File: src/sff_pkg.sv
package sff_pkg;

    // ==========================================================
    // instruction codes that change the lane use
    // ==========================================================
    localparam logic [7:0] SFF_OP_DUAL_OUT = 8'h3B;
    localparam logic [7:0] SFF_OP_DUAL_IO = 8'hBB;
    localparam logic [7:0] SFF_OP_QUAD_OUT = 8'h6B;
    localparam logic [7:0] SFF_OP_QUAD_IO = 8'hEB;
    localparam logic [7:0] SFF_OP_QUAD_WORD = 8'hE7;
    localparam logic [7:0] SFF_OP_QUAD_OCTAL = 8'hE3;

    // ==========================================================
    // sizes and reset values
    // ==========================================================
    localparam int SFF_BYTE_W = 8;
    localparam int SFF_TX_DEPTH = 16;
    localparam int SFF_SYNC_W = 6;
    localparam logic [7:0] SFF_IDLE_BYTE = 8'hFF;
    localparam logic [3:0] SFF_BITS_RST = 4'h0;
    localparam logic [3:0] SFF_BITS_PER_BYTE = 4'h8;
    localparam logic [SFF_SYNC_W-1:0] SFF_SYNC_RST = 6'h3F;

    // status lock encodings
    localparam logic [1:0] SFF_LOCK_HW = 2'h1;

    // ==========================================================
    // types
    // ==========================================================
    typedef enum logic [2:0] {
        SFF_ST_IDLE = 3'b001,
        SFF_ST_INSTR = 3'b010,
        SFF_ST_BODY = 3'b100
    } sff_state_e;

    typedef enum logic [2:0] {
        SFF_LANE_1 = 3'b001,
        SFF_LANE_2 = 3'b010,
        SFF_LANE_4 = 3'b100
    } sff_lane_e;

    typedef struct packed {
        logic lane_three;
        logic lane_two;
        logic lane_one;
        logic lane_zero;
    } sff_lanes_s;

    typedef struct packed {
        logic valid;
        logic first;
        logic [7:0] data;
    } sff_rx_s;

endpackage : sff_pkg

File: src/sff_fifo.sv
`timescale 1ns/10ps
module sff_fifo #(
    parameter int WIDTH = 8,
    parameter int DEPTH = 16
) (
    // clock and reset
    input wire logic mclk_i,
    input wire logic rst_n_i,
    // fill side
    input wire logic in_valid_i,
    input wire logic [WIDTH-1:0] in_data_i,
    output logic in_ready_o,
    // drain side
    output logic out_valid_o,
    output logic [WIDTH-1:0] out_data_o,
    input wire logic out_ready_i
);
    localparam int AW = $clog2(DEPTH);

    generate
        if (DEPTH < 2 || (1 << AW) != DEPTH) begin : g_bad_depth
            $error("fifo depth must be a power of two, at least 2");
        end
        if (WIDTH < 1) begin : g_bad_width
            $error("fifo width must be at least 1");
        end
    endgenerate

    logic [WIDTH-1:0] mem_q [DEPTH];
    logic [AW-1:0] wr_q;
    logic [AW-1:0] rd_q;
    logic [AW:0] cnt_q;
    logic push;
    logic pop;

    assign in_ready_o = (cnt_q != DEPTH[AW:0]);
    assign out_valid_o = (cnt_q != '0);
    assign out_data_o = mem_q[rd_q];
    assign push = in_valid_i & in_ready_o;
    assign pop = out_valid_o & out_ready_i;

    always_ff @(posedge mclk_i) begin
        if (push) begin
            mem_q[wr_q] <= in_data_i;
        end
    end

    always_ff @(posedge mclk_i) begin
        if (!rst_n_i) begin
            wr_q <= '0;
            rd_q <= '0;
            cnt_q <= '0;
        end else begin
            if (push) begin
                wr_q <= wr_q + 1'b1;
            end
            if (pop) begin
                rd_q <= rd_q + 1'b1;
            end
            if (push && !pop) begin
                cnt_q <= cnt_q + 1'b1;
            end else if (pop && !push) begin
                cnt_q <= cnt_q - 1'b1;
            end
        end
    end

endmodule : sff_fifo

File: src/sff_front_end.sv
`timescale 1ns/10ps
module sff_front_end #(
    parameter int TX_DEPTH = sff_pkg::SFF_TX_DEPTH
) (
    // clock and reset
    input wire logic mclk_i,
    input wire logic rst_n_i,
    // serial pins
    input wire logic sclk_i,
    input wire logic cs_n_i,
    input wire sff_pkg::sff_lanes_s lanes_i,
    output sff_pkg::sff_lanes_s lanes_o,
    output sff_pkg::sff_lanes_s lanes_oe_n_o,
    // settings held by the core
    input wire logic four_lane_enable_i,
    input wire logic [1:0] status_lock_bits_i,
    input wire logic out_phase_i,
    // read data from the core
    input wire logic tx_valid_i,
    input wire logic [7:0] tx_data_i,
    output logic tx_ready_o,
    // received bytes and state to the core
    output sff_pkg::sff_rx_s rx_o,
    output logic selected_o,
    output logic paused_o,
    output logic frame_end_o,
    output sff_pkg::sff_lane_e in_lanes_o,
    output sff_pkg::sff_lane_e out_lanes_o,
    output logic status_write_blocked_o
);
    import sff_pkg::*;

    generate
        if (TX_DEPTH < 2) begin : g_bad_depth
            $error("tx depth must be at least 2");
        end
    endgenerate

    // ==========================================================
    // helpers
    // ==========================================================
    function automatic logic [3:0] sff_width(input sff_lane_e mode);
        case (mode)
            SFF_LANE_2: sff_width = 4'h2;
            SFF_LANE_4: sff_width = 4'h4;
            default: sff_width = 4'h1;
        endcase
    endfunction : sff_width

    function automatic logic [3:0] sff_drive_mask(input sff_lane_e mode);
        case (mode)
            SFF_LANE_2: sff_drive_mask = 4'h3;
            SFF_LANE_4: sff_drive_mask = 4'hF;
            default: sff_drive_mask = 4'h2;
        endcase
    endfunction : sff_drive_mask

    // ==========================================================
    // pin synchronisers
    // ==========================================================
    logic [SFF_SYNC_W-1:0] sync1_q;
    logic [SFF_SYNC_W-1:0] sync2_q;
    logic sclk_s;
    logic cs_n_s;
    logic [3:0] lane_s;
    logic sclk_prev_q;
    logic cs_n_prev_q;
    logic [1:0] flush_q;
    logic high_seen_q;

    always_ff @(posedge mclk_i) begin
        if (!rst_n_i) begin
            sync1_q <= SFF_SYNC_RST;
            sync2_q <= SFF_SYNC_RST;
        end else begin
            sync1_q <= {sclk_i, cs_n_i, lanes_i};
            sync2_q <= sync1_q;
        end
    end

    assign sclk_s = sync2_q[5];
    assign cs_n_s = sync2_q[4];
    assign lane_s = sync2_q[3:0];

    always_ff @(posedge mclk_i) begin
        if (!rst_n_i) begin
            sclk_prev_q <= 1'b1;
            cs_n_prev_q <= 1'b1;
            flush_q <= 2'b00;
            high_seen_q <= 1'b0;
        end else begin
            sclk_prev_q <= sclk_s;
            cs_n_prev_q <= cs_n_s;
            flush_q <= {flush_q[0], 1'b1};
            // select high counts only once the syncs carry real pin levels
            high_seen_q <= high_seen_q | (flush_q[1] & cs_n_s);
        end
    end

    logic sclk_rise;
    logic sclk_fall;
    logic cs_fall;
    logic cs_rise;

    // mode 0 and mode 3 both idle the clock away from the select edges,
    // so edges seen only while selected are real data edges
    assign sclk_rise = sclk_s & ~sclk_prev_q;
    assign sclk_fall = ~sclk_s & sclk_prev_q;
    assign cs_fall = cs_n_prev_q & ~cs_n_s & high_seen_q;
    assign cs_rise = ~cs_n_prev_q & cs_n_s;

    // ==========================================================
    // arming after reset
    // ==========================================================
    logic armed_q;

    // select already low at reset release does not count as a fall
    always_ff @(posedge mclk_i) begin
        if (!rst_n_i) begin
            armed_q <= 1'b0;
        end else if (cs_fall) begin
            armed_q <= 1'b1;
        end
    end

    // ==========================================================
    // pause
    // ==========================================================
    sff_state_e state_q;
    sff_state_e state_d;
    logic paused_q;
    logic pause_allowed;

    assign pause_allowed = ~four_lane_enable_i & ~cs_n_s & (state_q != SFF_ST_IDLE);

    // pause follows the hold level only while the link clock is low,
    // which gives both the immediate and the after-falling-edge cases
    always_ff @(posedge mclk_i) begin
        if (!rst_n_i) begin
            paused_q <= 1'b0;
        end else if (!pause_allowed) begin
            paused_q <= 1'b0;
        end else if (!sclk_s) begin
            paused_q <= ~lane_s[3];
        end
    end

    logic rise_ok;
    logic fall_ok;

    assign rise_ok = sclk_rise & ~paused_q & ~cs_n_s;
    assign fall_ok = sclk_fall & ~paused_q & ~cs_n_s;

    // ==========================================================
    // instruction and receive path
    // ==========================================================
    sff_lane_e in_mode_q;
    sff_lane_e out_mode_q;
    logic [7:0] in_sh_q;
    logic [3:0] in_bits_q;
    logic [7:0] in_byte;
    logic [3:0] in_w;
    logic sample_en;
    logic byte_done;
    sff_rx_s rx_q;

    assign in_w = sff_width(in_mode_q);
    assign sample_en = rise_ok & ((state_q == SFF_ST_INSTR) |
                       ((state_q == SFF_ST_BODY) & ((in_mode_q == SFF_LANE_1) | ~out_phase_i)));
    assign byte_done = sample_en & ((in_bits_q + in_w) == SFF_BITS_PER_BYTE);

    always_comb begin
        case (in_mode_q)
            SFF_LANE_2: in_byte = {in_sh_q[5:0], lane_s[1], lane_s[0]};
            SFF_LANE_4: in_byte = {in_sh_q[3:0], lane_s};
            default: in_byte = {in_sh_q[6:0], lane_s[0]};
        endcase
    end

    always_comb begin
        state_d = state_q;
        case (state_q)
            SFF_ST_IDLE: begin
                if (cs_fall) begin
                    state_d = SFF_ST_INSTR;
                end
            end
            SFF_ST_INSTR: begin
                if (byte_done) begin
                    state_d = SFF_ST_BODY;
                end
            end
            SFF_ST_BODY: state_d = SFF_ST_BODY;
            default: state_d = SFF_ST_IDLE;
        endcase
        if (cs_n_s || !armed_q && !cs_fall) begin
            state_d = SFF_ST_IDLE;
        end
    end

    always_ff @(posedge mclk_i) begin
        if (!rst_n_i) begin
            state_q <= SFF_ST_IDLE;
        end else begin
            state_q <= state_d;
        end
    end

    // shifter and bit count keep their value through a pause
    always_ff @(posedge mclk_i) begin
        if (!rst_n_i) begin
            in_sh_q <= 8'h00;
            in_bits_q <= SFF_BITS_RST;
        end else if (state_q == SFF_ST_IDLE) begin
            in_sh_q <= 8'h00;
            in_bits_q <= SFF_BITS_RST;
        end else if (byte_done) begin
            in_sh_q <= in_byte;
            in_bits_q <= SFF_BITS_RST;
        end else if (sample_en) begin
            in_sh_q <= in_byte;
            in_bits_q <= in_bits_q + in_w;
        end
    end

    // quad codes fall back to one lane unless four lanes are enabled
    always_ff @(posedge mclk_i) begin
        if (!rst_n_i) begin
            in_mode_q <= SFF_LANE_1;
            out_mode_q <= SFF_LANE_1;
        end else if (state_q == SFF_ST_IDLE) begin
            in_mode_q <= SFF_LANE_1;
            out_mode_q <= SFF_LANE_1;
        end else if (byte_done && state_q == SFF_ST_INSTR) begin
            case (in_byte)
                SFF_OP_DUAL_OUT: begin
                    out_mode_q <= SFF_LANE_2;
                end
                SFF_OP_DUAL_IO: begin
                    in_mode_q <= SFF_LANE_2;
                    out_mode_q <= SFF_LANE_2;
                end
                SFF_OP_QUAD_OUT: begin
                    if (four_lane_enable_i) begin
                        out_mode_q <= SFF_LANE_4;
                    end
                end
                SFF_OP_QUAD_IO, SFF_OP_QUAD_WORD, SFF_OP_QUAD_OCTAL: begin
                    if (four_lane_enable_i) begin
                        in_mode_q <= SFF_LANE_4;
                        out_mode_q <= SFF_LANE_4;
                    end
                end
                default: begin
                    in_mode_q <= SFF_LANE_1;
                    out_mode_q <= SFF_LANE_1;
                end
            endcase
        end
    end

    always_ff @(posedge mclk_i) begin
        if (!rst_n_i) begin
            rx_q <= '0;
        end else begin
            rx_q.valid <= byte_done;
            if (byte_done) begin
                rx_q.first <= (state_q == SFF_ST_INSTR);
                rx_q.data <= in_byte;
            end
        end
    end

    // ==========================================================
    // transmit path
    // ==========================================================
    logic fifo_valid;
    logic [7:0] fifo_data;
    logic fifo_pop;
    logic out_active;
    logic [7:0] out_sh_q;
    logic [3:0] out_bits_q;
    logic [3:0] out_w;
    logic [7:0] next_byte;
    sff_lanes_s out_q;

    sff_fifo #(
        .WIDTH(SFF_BYTE_W),
        .DEPTH(TX_DEPTH)
    ) u_tx_fifo (
        .mclk_i(mclk_i),
        .rst_n_i(rst_n_i),
        .in_valid_i(tx_valid_i),
        .in_data_i(tx_data_i),
        .in_ready_o(tx_ready_o),
        .out_valid_o(fifo_valid),
        .out_data_o(fifo_data),
        .out_ready_i(fifo_pop)
    );

    assign out_w = sff_width(out_mode_q);
    assign out_active = (state_q == SFF_ST_BODY) & out_phase_i;
    assign fifo_pop = fall_ok & out_active & (out_bits_q == SFF_BITS_RST);
    // an empty buffer sends idle ones rather than stalling the link clock
    assign next_byte = (out_bits_q == SFF_BITS_RST) ?
                       (fifo_valid ? fifo_data : SFF_IDLE_BYTE) : out_sh_q;

    always_ff @(posedge mclk_i) begin
        if (!rst_n_i) begin
            out_sh_q <= 8'h00;
            out_bits_q <= SFF_BITS_RST;
            out_q <= '0;
        end else if (state_q == SFF_ST_IDLE) begin
            out_sh_q <= 8'h00;
            out_bits_q <= SFF_BITS_RST;
            out_q <= '0;
        end else if (fall_ok && out_active) begin
            out_sh_q <= next_byte << out_w;
            out_bits_q <= (out_bits_q == SFF_BITS_RST) ?
                          (SFF_BITS_PER_BYTE - out_w) : (out_bits_q - out_w);
            case (out_mode_q)
                SFF_LANE_2: out_q <= {2'b00, next_byte[7], next_byte[6]};
                SFF_LANE_4: out_q <= next_byte[7:4];
                default: out_q <= {2'b00, next_byte[7], 1'b0};
            endcase
        end
    end

    // ==========================================================
    // pin drive and core status
    // ==========================================================
    logic drive;

    assign drive = out_active & ~paused_q & ~cs_n_s;
    assign lanes_o = out_q;
    assign lanes_oe_n_o = ~(sff_drive_mask(out_mode_q) & {4{drive}});

    // the protect pin counts only while it is not carrying lane two
    assign status_write_blocked_o = status_lock_bits_i[1] |
        ((status_lock_bits_i == SFF_LOCK_HW) & ~lane_s[2] & ~four_lane_enable_i);

    // only a notice; any program or erase in the core runs on regardless
    assign frame_end_o = cs_rise;
    assign rx_o = rx_q;
    assign selected_o = (state_q != SFF_ST_IDLE);
    assign paused_o = paused_q;
    assign in_lanes_o = in_mode_q;
    assign out_lanes_o = out_mode_q;

endmodule : sff_front_end

File: config.mk
export PLATFORM = sky130hd
export DESIGN_NAME = sff_front_end
export DESIGN_NICKNAME = d
export VERILOG_FILES = /design/src/sff_pkg.sv /design/src/sff_fifo.sv /design/src/sff_front_end.sv
export SDC_FILE = /design/constraint.sdc
export NUM_CORES = 1
export LEC_CHECK = 0
export CELL_PAD_IN_SITES_DETAIL_PLACEMENT = 0
export CELL_PAD_IN_SITES_GLOBAL_PLACEMENT = 1
export CORE_MARGIN = 1
export CORE_UTILIZATION = 25
export CTS_BUF_LIST = sky130_fd_sc_hd__clkbuf_16
export DETAILED_ROUTE_END_ITERATION = 12
export DONT_BUFFER_PORTS = 1
export PLACE_DENSITY = 0.52
export SKIP_LAST_GASP = 1
export SLEW_MARGIN = 10
export SYNTH_ARGS = -nofsm -noshare
export SYNTH_HDL_FRONTEND = slang
export SYNTH_SLANG_ARGS = --single-unit
File: constraint.sdc
create_clock -name mclk_i -period 4.75 [get_ports mclk_i]
set_clock_uncertainty 0.05 [all_clocks]
set_input_delay 1.425 -clock mclk_i [delete_from_list [all_inputs] [get_ports mclk_i]]
set_output_delay 1.425 -clock mclk_i [all_outputs]
set_load 0.02 [all_outputs]
==> reports/results.tsv <==
metric	value	unit
status	completed	
number of input and output port buffers inserted	0	
area of all placed cells without fillers	0.01016	mm2
cell count after synthesis	662	
horizontal extent of the die	190.7	um
transition time at the pin with the least slew margin	1.259	ns
Pwr per Cell Area	391.8	mW/mm2
latest clock arrival within the worst-skew pair	0.54	ns
cts hold-fix bufs	0	
Slowest cell on crit path	sky130_fd_sc_hd__fa_1	
sequential share of the synthesized area	61.64	%
number of inserted diodes	0	
final worst setup slack	0.9688	ns
Post-Syn Area	0.008899	mm2
number of warning messages in the yosys log	0	
FFs w/ async S/R, synth	0	%
root buf cell	sky130_fd_sc_hd__clkbuf_16	
required time worst endpoint	5.13	ns
fraction of post-synthesis cell area in the top cell type by area	43.19	%
maximum operating frequency	0.2645	GHz
Worst path max stage delay	0.47	ns
placed cell areas	0.009419	mm2
part of the cycle the worst path needs	79.60	%
most used flip-flop cell after synthesis	sky130_fd_sc_hd__edfxtp_1	
vias in the first global route	5324	
final setup fails	0	
Leak Pwr	3.412	nW
final weighted congestion in routability-driven placement	0.7575	
area of the placeable core	0.03480	mm2
worst min-delay path category	flop to flop	
TritonCTS clock tree	yes	
WL final	20920	um
Die ar.	0.03635	mm2
Area growth syn-to-layout	14.17	%
worst vdd rail ir drop	257.2	uV
global-route congestion overflow total	0	
critical path startpoint category	input pin	
Via Count	5280	
worst setup path category	input pin to flop	
# clock sinks	210	
proportion of layout cells with a drive suffix above 1	15.64	%
total of cells resized after clock tree synthesis	0	
average via count per standard cell	4.636	
wire length per cell after detailed routing	18.37	um
Max FO, Critical Path	8	
post-CTS setup buffer count	0	
endpoint type of the worst setup path	flop	
Fin Setup TNS	0	ns
initial detailed-routing violation count	433	
overall die height	190.7	um
headroom to the max-slew limit	15.78	%
max-cap check violation count	0	
half-perimeter wire length of the detailed placement result	14060	um
arrival time of data at the critical path endpoint	4.16	ns
cells along the critical path	and3_1, inv_2, or2_2, nor2_1, inv_1, ha_1, fa_1, inv_1, a21o_1, a21oi_1, xnor2_1, or3_1, a21oi_1	
unrepaired setup endpoints after global routing	no	
wire length of the first global-routing pass	32450	um
number of design rule violations left after detail routing	0	
utilization after layout	29.20	%
minimum period implied by the final worst setup slack	3.781	ns
initial antenna violation count	0	
synthesized netlist net count	702	
effective utilization at floorplan	25.57	%
Synth cell types	67	
mean area per synthesized cell	13.44	um2
flop and latch count out of synthesis	210	
total iterations of the first detailed-routing run	5	
final count of hold timing violations	0	
# nets final	707	
cell accounting for the most synthesized area	sky130_fd_sc_hd__edfxtp_1	
clock buffer count from CTS	24	
pre-CTS WS	0.4657	ns
number of enable-type register cells in the synthesized netlist	128	
standard-cell rows	68	
htree depth	1	
clk buf depth	3	
all-layer global routing usage	11.69	%
clock-pin slew on the worst setup and hold paths	0.05	ns
pin count of the biggest net entering global routing	25	
top area cells in the synthesized netlist	sky130_fd_sc_hd__edfxtp_1, sky130_fd_sc_hd__dfxtp_1, sky130_fd_sc_hd__mux4_2	
Antenna Violating Nets Remaining	0	
# IOs	50	
Max Transition Viols Final	0	
[flip-flops by register name, summed over array words and instances, names as in the netlist, 5 cells and up, named ones only]
name,count
u_tx_fifo.mem_q,128
rx_o,10
out_sh_q,8
in_sh_q,7
sync1_q,6
sync2_q,6
u_tx_fifo.cnt_q,5
[metal layers]
layer / wire length (um) / share of wire, % / GRT usage (%) / vias up
met4: 376 / 1.8 / 3.077 / 0
met2: 10120 / 48 / 19.34 / 116
met5: 0 / 0 / 0 / -
met3: 1065 / 5.1 / 2.503 / 29
li1: - / - / - / 2479
met1: 9365 / 45 / 15.40 / 2656
[cells in the final DEF (no fill, tap or decap), types with 3 or more instances in the layout]
master	netlist	routed
sky130_fd_sc_hd__a211oi_1	3	3
sky130_fd_sc_hd__a21o_1	4	4
sky130_fd_sc_hd__a21oi_1	30	30
sky130_fd_sc_hd__a22o_1	3	3
sky130_fd_sc_hd__a31oi_1	4	4
sky130_fd_sc_hd__and2_1	6	6
sky130_fd_sc_hd__and3_1	3	3
sky130_fd_sc_hd__buf_4	5	16
sky130_fd_sc_hd__clkbuf_16	0	24
sky130_fd_sc_hd__clkinv_1	0	6
sky130_fd_sc_hd__clkinv_2	0	4
sky130_fd_sc_hd__clkinvlp_4	0	3
sky130_fd_sc_hd__dfxtp_1	82	81
sky130_fd_sc_hd__edfxtp_1	128	128
sky130_fd_sc_hd__fa_1	3	3
sky130_fd_sc_hd__ha_1	16	16
sky130_fd_sc_hd__inv_1	20	24
sky130_fd_sc_hd__mux2i_1	13	13
sky130_fd_sc_hd__mux4_2	39	39
sky130_fd_sc_hd__nand2_1	31	31
sky130_fd_sc_hd__nand2b_1	22	22
sky130_fd_sc_hd__nand3_1	4	4
sky130_fd_sc_hd__nor2_1	83	83
sky130_fd_sc_hd__nor2b_1	10	10
sky130_fd_sc_hd__nor3_1	14	10
sky130_fd_sc_hd__nor3_2	0	4
sky130_fd_sc_hd__nor4_1	5	4
sky130_fd_sc_hd__o211ai_1	5	5
sky130_fd_sc_hd__o21a_1	4	4
sky130_fd_sc_hd__o21ai_0	16	16
sky130_fd_sc_hd__o21ai_1	5	5
sky130_fd_sc_hd__o21bai_1	6	6
sky130_fd_sc_hd__o22ai_1	6	6
sky130_fd_sc_hd__o311ai_1	3	3
sky130_fd_sc_hd__or3_1	4	4
sky130_fd_sc_hd__xnor2_1	7	7
sky130_fd_sc_hd__xor2_1	7	7
[power by group]
part	internal [mW]	switching [mW]	leakage, nW	total (mW)
logic	0.103	0.157	1.22	0.259
clock network	0.977	0.742	0.368	1.72
registers	1.98	0.0232	1.82	2.00
[Yosys cell counts, types with 5 or more instances]
cell type                  instances
sky130_fd_sc_hd__edfxtp_1        128
sky130_fd_sc_hd__o21ai_0          16
sky130_fd_sc_hd__o21bai_1          6
sky130_fd_sc_hd__clkbuf_1         18
sky130_fd_sc_hd__nor2_1           83
sky130_fd_sc_hd__xnor2_1           7
sky130_fd_sc_hd__a21oi_1          30
sky130_fd_sc_hd__and2_1            6
sky130_fd_sc_hd__nor4_1            5
sky130_fd_sc_hd__nand2_1          31
sky130_fd_sc_hd__nor2b_1          10
sky130_fd_sc_hd__o211ai_1          5
sky130_fd_sc_hd__nand2b_1         22
sky130_fd_sc_hd__inv_1            20
sky130_fd_sc_hd__buf_2             7
sky130_fd_sc_hd__ha_1             16
sky130_fd_sc_hd__o22ai_1           6
sky130_fd_sc_hd__dfxtp_1          82
sky130_fd_sc_hd__xor2_1            7
sky130_fd_sc_hd__mux4_2           39
sky130_fd_sc_hd__buf_4             5
sky130_fd_sc_hd__o21ai_1           5
sky130_fd_sc_hd__mux2i_1          13
sky130_fd_sc_hd__nor3_1           14
[per-stage QoR]
| stage | std cells | power (mW) | hold slack [ns] |
|---|---|---|---|
| floorplan | 662 | 2.225 | 0.3363 |
| global placement | 1096 | 2.293 | 0.3508 |
| detailed placement | 1096 | 2.305 | 0.3492 |
| CTS | 1139 | 4.040 | 0.3650 |
| global route | 1139 | 4.148 | 0.3851 |
| finish | 1139 | 3.981 | 0.3578 |
[path summary, 6_finish.rpt]
path | cells past startpoint | to | slack (ns) | from
hold reg to reg | 1 | sync2_q[0] | 0.36 | sync1_q[0]
setup / recovery | 13 | u_tx_fifo.cnt_q[4] | 0.97 | out_phase_i
hold / removal | 1 | sync2_q[0] | 0.36 | sync1_q[0]
setup reg to reg | 14 | u_tx_fifo.cnt_q[4] | 1.09 | paused_o
[worst max-delay path: cells and delay by family]
| family | cells | cell delay [ns] |
|---|---|---|
| AOI/OAI and AO/OA | 3 | 0.31 |
| xor gates and xnor gates | 1 | 0.13 |
| adders and majority gates | 2 | 0.74 |
| buffers and inverters | 3 | 0.27 |
| and+or+nand+nor | 4 | 1.29 |
[logic make-up after synthesis]
logic type / synth area share [%]
XOR/XNOR: 1.378
buffers and inverters: 3.093
AND/OR/NAND/NOR: 11.14
AO/OA/AOI/OAI: 8.198
adder cells (fa/ha/maj): 2.925
flip-flops: 61.64
multiplexers: 11.63
[layout make-up]
cell class                 instances  area (um2)
clock inverter                    19       140.1
timing repair buffer              16       120.1
clock buffer                      24       600.6
sequential                       210        5487
multi-input combinational        394        3164
inverter                          21       78.83
fill                            3468       24640
tap                              455       569.3
No activity file was read; power rests on OpenSTA's default activity.
